`src/core/cds_defs.svh`:
```
/*
 * Constants of the serial control and sync block: frame layout, pin slots, timing counts.
 * Assumes the includer runs on sys_clk at 100 MHz.
 */
`ifndef CDS_DEFS_SVH
`define CDS_DEFS_SVH

// ==========================================================================
// Frame layout
`define CDS_FRAME_BITS 5'd16
`define CDS_HDR_BITS 5'd8
`define CDS_RW_BIT 8
`define CDS_ADDR_LSB 9
`define CDS_ADDR_MSB 15
`define CDS_NUM_REGS 8
`define CDS_REG_RESET 8'h00

// ==========================================================================
// Synchronised pin slots
`define CDS_PIN_W 7
`define CDS_PIN_CS_N 0
`define CDS_PIN_SCLK 1
`define CDS_PIN_SDI 2
`define CDS_PIN_SYNC 3
`define CDS_PIN_STRAP0 4

// ==========================================================================
// Timing
`define CDS_CLK_NS 10
`define CDS_SYNC_SETTLE_NS 100
`define CDS_SYNC_CYCLES ((`CDS_SYNC_SETTLE_NS + `CDS_CLK_NS - 1) / `CDS_CLK_NS)

`endif

```
`src/core/cds_pkg.sv`:
```
/*
 * Types of the serial control and sync block.
 * Assumes cds_defs.svh is on the include path.
 */
`include "cds_defs.svh"

package cds_pkg;

  // ========================================================================
  // Serial port states
  typedef enum logic [1:0] {
    CDS_IDLE  = 2'b01,
    CDS_SHIFT = 2'b10
  } cds_state_t;

  // ========================================================================
  // Pin synchroniser state
  typedef struct packed {
    logic [`CDS_PIN_W-1:0] s1;
    logic [`CDS_PIN_W-1:0] s2;
    logic [`CDS_PIN_W-1:0] s3;
    logic [`CDS_PIN_W-1:0] lvl;
    logic [`CDS_PIN_W-1:0] rise;
    logic [`CDS_PIN_W-1:0] fall;
  } cds_sync_st_t;

  // ========================================================================
  // Control block state
  typedef struct packed {
    cds_state_t state;
    logic [4:0] cnt;
    logic [15:0] sh;
    logic [7:0] rd_sr;
    logic sdo;
    logic sdo_oe;
    logic [`CDS_NUM_REGS-1:0][7:0] regs;
    logic commit;
    logic abort;
    logic sync_busy;
    logic [3:0] sync_cnt;
    logic sync_start;
    logic sync_align;
    logic [2:0] lvds;
    logic [2:0] bias;
  } cds_ctrl_st_t;

endpackage : cds_pkg

```
`src/core/cds_pin_if.sv`:
```
/*
 * Carrier between the pin synchroniser and the control block.
 * Assumes both ends run on sys_clk.
 */
`timescale 1ns/10ps
`include "cds_defs.svh"

interface cds_pin_if;
  logic [`CDS_PIN_W-1:0] raw;
  logic [`CDS_PIN_W-1:0] level;
  logic [`CDS_PIN_W-1:0] rise;
  logic [`CDS_PIN_W-1:0] fall;

  modport sync_side (input raw, output level, rise, fall);
  modport user_side (output raw, input level, rise, fall);
endinterface : cds_pin_if

```
`src/core/cds_pin_sync.sv`:
```
/*
 * Three-flop synchroniser with edge detection for every pin of the block.
 * Assumes pins are asynchronous to sys_clk; a change is accepted once stages two and three agree.
 */
`timescale 1ns/10ps
`include "cds_defs.svh"

module cds_pin_sync (
  input wire logic sys_clk, // 100 MHz clock
  input wire logic reset, // Synchronous reset, active high
  cds_pin_if.sync_side pins // Raw pins in, clean levels and edges out
);

  cds_pkg::cds_sync_st_t st_reg;
  cds_pkg::cds_sync_st_t st_next;

  // ========================================================================
  // Per pin filter
  always_comb begin
    st_next = st_reg;
    st_next.s1 = pins.raw;
    st_next.s2 = st_reg.s1;
    st_next.s3 = st_reg.s2;
    for (int i = 0; i < `CDS_PIN_W; i++) begin
      if (st_reg.s2[i] == st_reg.s3[i]) begin
        st_next.lvl[i] = st_reg.s3[i];
      end
    end
    st_next.rise = st_next.lvl & ~st_reg.lvl;
    st_next.fall = ~st_next.lvl & st_reg.lvl;
  end

  always_ff @(posedge sys_clk) begin
    if (reset) begin
      st_reg <= '0;
      // Stages match the clean level so that no false edge follows reset
      st_reg.s1 <= 7'h01;
      st_reg.s2 <= 7'h01;
      st_reg.s3 <= 7'h01;
      st_reg.lvl <= 7'h01;
    end else begin
      st_reg <= st_next;
    end
  end

  assign pins.level = st_reg.lvl;
  assign pins.rise = st_reg.rise;
  assign pins.fall = st_reg.fall;

endmodule : cds_pin_sync

```
`src/core/cds_serial_ctrl.sv`:
```
/*
 * Serial control port, sync trigger and output mode straps of a three-output clock divider.
 * Assumes pins arrive asynchronously; sclk is far slower than sys_clk (160 ns period in the bench).
 */
// What this block does
// Chip select low opens a new transaction.
// Chip select high after 16 clocks commits.
// Sample data in on each serial clock rise.
// Host shifts write data on data input.
// Read data is driven on data output.
// Sync input rising edge starts output alignment.
// Alignment is retimed internally, pin timing irrelevant.
// Grounded strap selects single-ended CMOS output.
// Strap at supply selects LVDS output.
// LVPECL strap high enables emitter bias.
// Early chip select rise discards the transaction.
`timescale 1ns/10ps
`include "cds_defs.svh"

module cds_serial_ctrl #(
  parameter logic [2:0] PECL_MASK = 3'b001 // Outputs built as LVPECL
) (
  input wire logic sys_clk, // 100 MHz clock
  input wire logic reset, // Synchronous reset, active high
  input wire logic cs_n, // Serial chip select, active low
  input wire logic sclk, // Serial clock
  input wire logic sdi, // Serial data in
  output logic sdo, // Serial data out
  output logic sdo_oe, // Serial data out enable
  input wire logic sync_in, // Sync trigger pin
  input wire logic out0_mode_strap, // Output 0 mode strap
  input wire logic out1_mode_strap, // Output 1 mode strap
  input wire logic out2_mode_strap, // Output 2 mode strap
  output logic [2:0] out_lvds, // 1 LVDS, 0 CMOS per selectable output
  output logic [2:0] out_bias_en, // Emitter bias enable per LVPECL output
  output logic [63:0] cfg_regs, // Stored settings, register n at bits 8n+7:8n
  output logic cfg_commit, // One-cycle pulse after a committed frame, write or read
  output logic frame_abort, // One-cycle pulse after a discarded frame
  output logic sync_start, // One-cycle pulse, sync sequence begins
  output logic sync_align, // One-cycle pulse, outputs realigned
  output logic sync_busy // Level, sync sequence running
);

  localparam logic [3:0] SYNC_CYCLES = 4'(`CDS_SYNC_CYCLES);

  cds_pin_if pins ();
  cds_pkg::cds_ctrl_st_t st_reg;
  cds_pkg::cds_ctrl_st_t st_next;
  logic [2:0] strap_lvl;
  logic [2:0] addr;
  logic addr_ok;

  // ==========================================================================
  // Pin conditioning
  assign pins.raw = {out2_mode_strap, out1_mode_strap, out0_mode_strap, sync_in, sdi, sclk, cs_n};

  cds_pin_sync u_sync (
    .sys_clk(sys_clk),
    .reset(reset),
    .pins(pins)
  );

  assign strap_lvl = pins.level[`CDS_PIN_STRAP0 +: 3];
  assign addr = st_reg.sh[`CDS_ADDR_LSB +: 3];
  assign addr_ok = (st_reg.sh[`CDS_ADDR_MSB:`CDS_ADDR_LSB+3] == 4'h0);

  // ==========================================================================
  // Next state
  always_comb begin
    st_next = st_reg;
    st_next.commit = 1'b0;
    st_next.abort = 1'b0;
    st_next.sync_start = 1'b0;
    st_next.sync_align = 1'b0;

    unique case (st_reg.state)
      cds_pkg::CDS_IDLE: begin
        st_next.sdo_oe = 1'b0;
        st_next.sdo = 1'b0;
        if (pins.fall[`CDS_PIN_CS_N]) begin
          st_next.state = cds_pkg::CDS_SHIFT;
          st_next.cnt = 5'h00;
          st_next.sh = 16'h0000;
          st_next.rd_sr = 8'h00;
          st_next.sdo_oe = 1'b1;
        end
      end
      cds_pkg::CDS_SHIFT: begin
        if (pins.rise[`CDS_PIN_CS_N]) begin
          st_next.state = cds_pkg::CDS_IDLE;
          st_next.sdo_oe = 1'b0;
          st_next.sdo = 1'b0;
          if (st_reg.cnt == `CDS_FRAME_BITS) begin
            st_next.commit = 1'b1;
            if (!st_reg.sh[`CDS_RW_BIT] && addr_ok) begin
              st_next.regs[addr] = st_reg.sh[7:0];
            end
          end else begin
            st_next.abort = 1'b1;
          end
        end else begin
          if (pins.rise[`CDS_PIN_SCLK]) begin
            st_next.sh = {st_reg.sh[14:0], pins.level[`CDS_PIN_SDI]};
            if (st_reg.cnt != 5'h1F) begin
              st_next.cnt = st_reg.cnt + 5'h01;
            end
            if (st_reg.cnt == `CDS_HDR_BITS - 5'h01 && pins.level[`CDS_PIN_SDI]) begin
              // Header complete: the bit sampled now is the read flag, the address sits in sh[6:0]
              st_next.rd_sr = (st_reg.sh[6:3] == 4'h0) ? st_reg.regs[st_reg.sh[2:0]] : 8'h00;
            end
          end
          if (pins.fall[`CDS_PIN_SCLK] && st_reg.cnt >= `CDS_HDR_BITS) begin
            st_next.sdo = st_reg.rd_sr[7];
            st_next.rd_sr = {st_reg.rd_sr[6:0], 1'b0};
          end
        end
      end
    endcase

    // Sync sequence runs on sys_clk, so pin timing only shifts the start
    if (!st_reg.sync_busy && pins.rise[`CDS_PIN_SYNC]) begin
      st_next.sync_busy = 1'b1;
      st_next.sync_start = 1'b1;
      st_next.sync_cnt = SYNC_CYCLES;
    end else if (st_reg.sync_busy) begin
      if (st_reg.sync_cnt == 4'h1) begin
        st_next.sync_busy = 1'b0;
        st_next.sync_align = 1'b1;
      end
      st_next.sync_cnt = st_reg.sync_cnt - 4'h1;
    end

    // Straps: low gives CMOS or bias off, high gives LVDS or bias on
    st_next.lvds = strap_lvl & ~PECL_MASK; // see R8 //
    st_next.bias = strap_lvl & PECL_MASK;
  end

  // ==========================================================================
  // State register
  always_ff @(posedge sys_clk) begin
    if (reset) begin
      st_reg <= '0;
      st_reg.state <= cds_pkg::CDS_IDLE;
      st_reg.regs <= {`CDS_NUM_REGS{`CDS_REG_RESET}};
    end else begin
      st_reg <= st_next;
    end
  end

  // ==========================================================================
  // Outputs
  assign sdo = st_reg.sdo;
  assign sdo_oe = st_reg.sdo_oe;
  assign out_lvds = st_reg.lvds;
  assign out_bias_en = st_reg.bias;
  assign cfg_regs = st_reg.regs;
  assign cfg_commit = st_reg.commit;
  assign frame_abort = st_reg.abort;
  assign sync_start = st_reg.sync_start;
  assign sync_align = st_reg.sync_align;
  assign sync_busy = st_reg.sync_busy;

endmodule : cds_serial_ctrl

```
`config.mk`:
```
export PLATFORM = sky130hd
export DESIGN_NAME = cds_serial_ctrl
export DESIGN_NICKNAME = d
export VERILOG_FILES = /design/src/core/cds_pkg.sv /design/src/core/cds_pin_if.sv /design/src/core/cds_pin_sync.sv /design/src/core/cds_serial_ctrl.sv
export VERILOG_INCLUDE_DIRS = /design/src /design/src/core
export SDC_FILE = /design/constraint.sdc
export NUM_CORES = 1
export LEC_CHECK = 0
export BUFFER_PORTS_ARGS = -buffer_cell sky130_fd_sc_hd__buf_2
export CAP_MARGIN = 10
export CORE_ASPECT_RATIO = 0.6
export CORE_UTILIZATION = 50
export DETAILED_ROUTE_END_ITERATION = 8
export GPL_TIMING_DRIVEN = 1
export PLACE_DENSITY = 0.78
export SLEW_MARGIN = 40
export SYNTH_ARGS = -nofsm -noshare
export SYNTH_HDL_FRONTEND = slang
export SYNTH_SLANG_ARGS = --single-unit
```
`constraint.sdc`:
```
create_clock -name sys_clk -period 2.21 [get_ports sys_clk]
set_input_delay 0.221 -clock sys_clk [delete_from_list [all_inputs] [get_ports sys_clk]]
set_output_delay 0.221 -clock sys_clk [all_outputs]
set_load 0.02 [all_outputs]
```
==> flow_metrics.py <==
metrics = {
    "global_route": {
        "grt_use_total": 0.213,
        "grt_max_degree": 71,
        "grt_pass1_vias": 4060,
        "grt_pass1_wl_um": 21200,
        "antenna_found_initial": 0,
        "overflow": 0,
    },
    "detailed_routing": {
        "drcViolationCount": 0,
        "via_count": 4364,
        "routed_wl_um": 13400,
        "antenna_left": 0,
        "viasPerCell": 5.44,
        "dr.pass1.iters": 5,
        "first_iter_violations": 320,
        "wl_per_cell_um": 16.7,
    },
    "clocking": {
        "cts_tree": "done",
        "h-tree-depth": 4,
        "clk_latency_ns": 0.42,
        "clk_pin_slew_ns": 0.06,
        "root_buffer": "clkbuf_16",
        "clock_sinks": 142,
        "numCtsBuffers": 17,
        "cts_max_path_buffers": 2,
    },
    "placed_design": {
        "port_buffers": 82,
        "pre_cts_ws_ns": 0.210,
        "gp_congestion": 0.800,
        "dp.cells": 768,
        "dp_hpwl_um": 9080,
        "placed_area_um2": 6400,
    },
    "logic_synthesis": {
        "syn_area_um2": 6300,
        "synth_area_per_cell_um2": 10.4,
        "synthDistinctLibCells": 49,
        "async_flop_share": 0,
        "synth.yosys.warnings": 0,
        "ys_seq_elements": 142,
        "synth_edf_count": 0,
        "synthCells": 609,
        "ys.flop_type": "dfxtp_1",
        "ys_seq_area_frac": 0.451,
    },
    "setup_path": {
        "critPathKind": "reg -> reg",
        "required_ns": 2.56,
        "r2r_cells": 7,
        "end_kind": "register",
        "crit_fanout": 7,
        "reg2reg_slack_ns": 0.15,
        "worstPathArrival_ns": 2.40,
        "critPathLaunchType": "register",
    },
    "final_layout": {
        "design_area_um2": 7010,
        "final_cells": 802,
        "fin_nets": 638,
        "final_common_cell": "dfxtp_1",
        "final_cell_mix": "142 x dfxtp_1, 89 x nor2_1, 83 x mux2i_1",
        "drive_above_1_share": 0.262,
        "syn_to_final_growth_pct": 11.2,
        "diodes": 0,
    },
    "timing": {
        "fin_crit_ns": 2.06,
        "worst_slack_ns": 0.154,
        "slew_viol_final": 0,
        "finalClockSkew_ns": 0.0122,
        "max_slew_margin": 0.525,
        "rsz0062_at_grt": "false",
        "timing.setup.tns_ns": 0,
        "max_freq_ghz": 0.486,
        "post-route-period-util": 0.930,
        "setup_viol": 0,
        "hold_viol_final": 0,
        "worstMarginPinSlew_ns": 0.712,
    },
    "die": {
        "row_count": 31,
        "ios": 86,
        "start_util": 0.518,
        "die_w_um": 147,
        "die_h_um": 89.0,
        "core_area_um2": 12200,
        "die_area_um2": 13100,
    },
    "worst_hold_path": {
        "hold_path_class": "in -> reg",
        "min_path_cells": 2,
    },
    "power": {
        "fin_total_pwr_mw": 5.60,
        "total_leakage_power_nw": 3.31,
        "power_density_nw_per_um2": 799,
        "ir_drop_uv": 528,
    },
    "status": {
        "status": "completed",
    },
    "run": {
        "drv_cap": 0,
    },
}
==> metal layers <==
metal | wire [um] | GRT usage
met1 | 6130 | 0.284
met2 | 6220 | 0.337
met3 | 969 | 0.0607
met4 | 119 | 0.0731
met5 | 0 | 0
==> cell usage after synthesis, types with 8 or more instances <==
| cell | number | area (um2) |
|---|---|---|
| and2_1 | 16 | 100 |
| nand2_1 | 23 | 86.3 |
| mux4_2 | 16 | 360 |
| nor2b_1 | 24 | 150 |
| buf_4 | 72 | 541 |
| nor2_1 | 89 | 334 |
| dfxtp_1 | 142 | 2840 |
| o21ai_0 | 11 | 55.1 |
| a21oi_1 | 19 | 95.1 |
| clkbuf_1 | 24 | 90.1 |
| mux2i_1 | 83 | 831 |
| nand4_4 | 8 | 170 |
==> worst max-delay path, stage by stage, from the launching register on <==
cell and delay (ns):
dfxtp_1 0.33, ha_1 0.24, and3_1 0.19, ha_1 0.20, and3b_1 0.17, a211o_1 0.35
or3_1 0.38, a21oi_1 0.14
==> through the flow <==
stage,util,hold slack (ns)
final,0.576,0.0178
after global routing,0.576,0.00121
after CTS,0.576,0.00846
after detailed placement,0.525,0.398
after global placement,0.525,0.398
after floorplan,-,0.325
==> area by class of cell <==
class                      instances  area [um2]
clock buffer                      17         425
sequential                       142        2840
multi-input combinational        356        2770
clock inverter                    15         165
inverter                           8        30.0
fill                             995        5170
timing repair buffer              99         571
tap                              165         206
==> cell families after synthesis <==
family	synth area share
mux	0.189
flops	0.451
other cells	0.000595
simple gates	0.184
compound gates	0.0486
fa+ha+maj	0.00992
xor+xnor	0.00278
buf+inv	0.114
==> final timing paths <==
check | to | startpoint
hold reg to reg | u_sync.st_next[21] | u_sync.st_next[28]
setup reg to reg | st_reg[108] | st_reg[105]
setup / recovery | st_reg[108] | st_reg[105]
hold / removal | u_sync.st_next[31] | sync_in
==> where the power goes <==
group          switching [mW]  leakage, nW  internal (mW)
registers              0.0148         1.15           2.58
logic                   0.110         1.87         0.0657
clock network            1.15        0.293           1.68
==> repair_timing <==
item                                    4_1_cts  5_1_grt
hold endpoints to repair                      2        0
hold buffers                                  2        0
gates resized for setup                       0        0
buffers inserted                              0        0
endpoints found under the setup margin        0        0
Note: power is estimated with default switching activity, not from simulation.
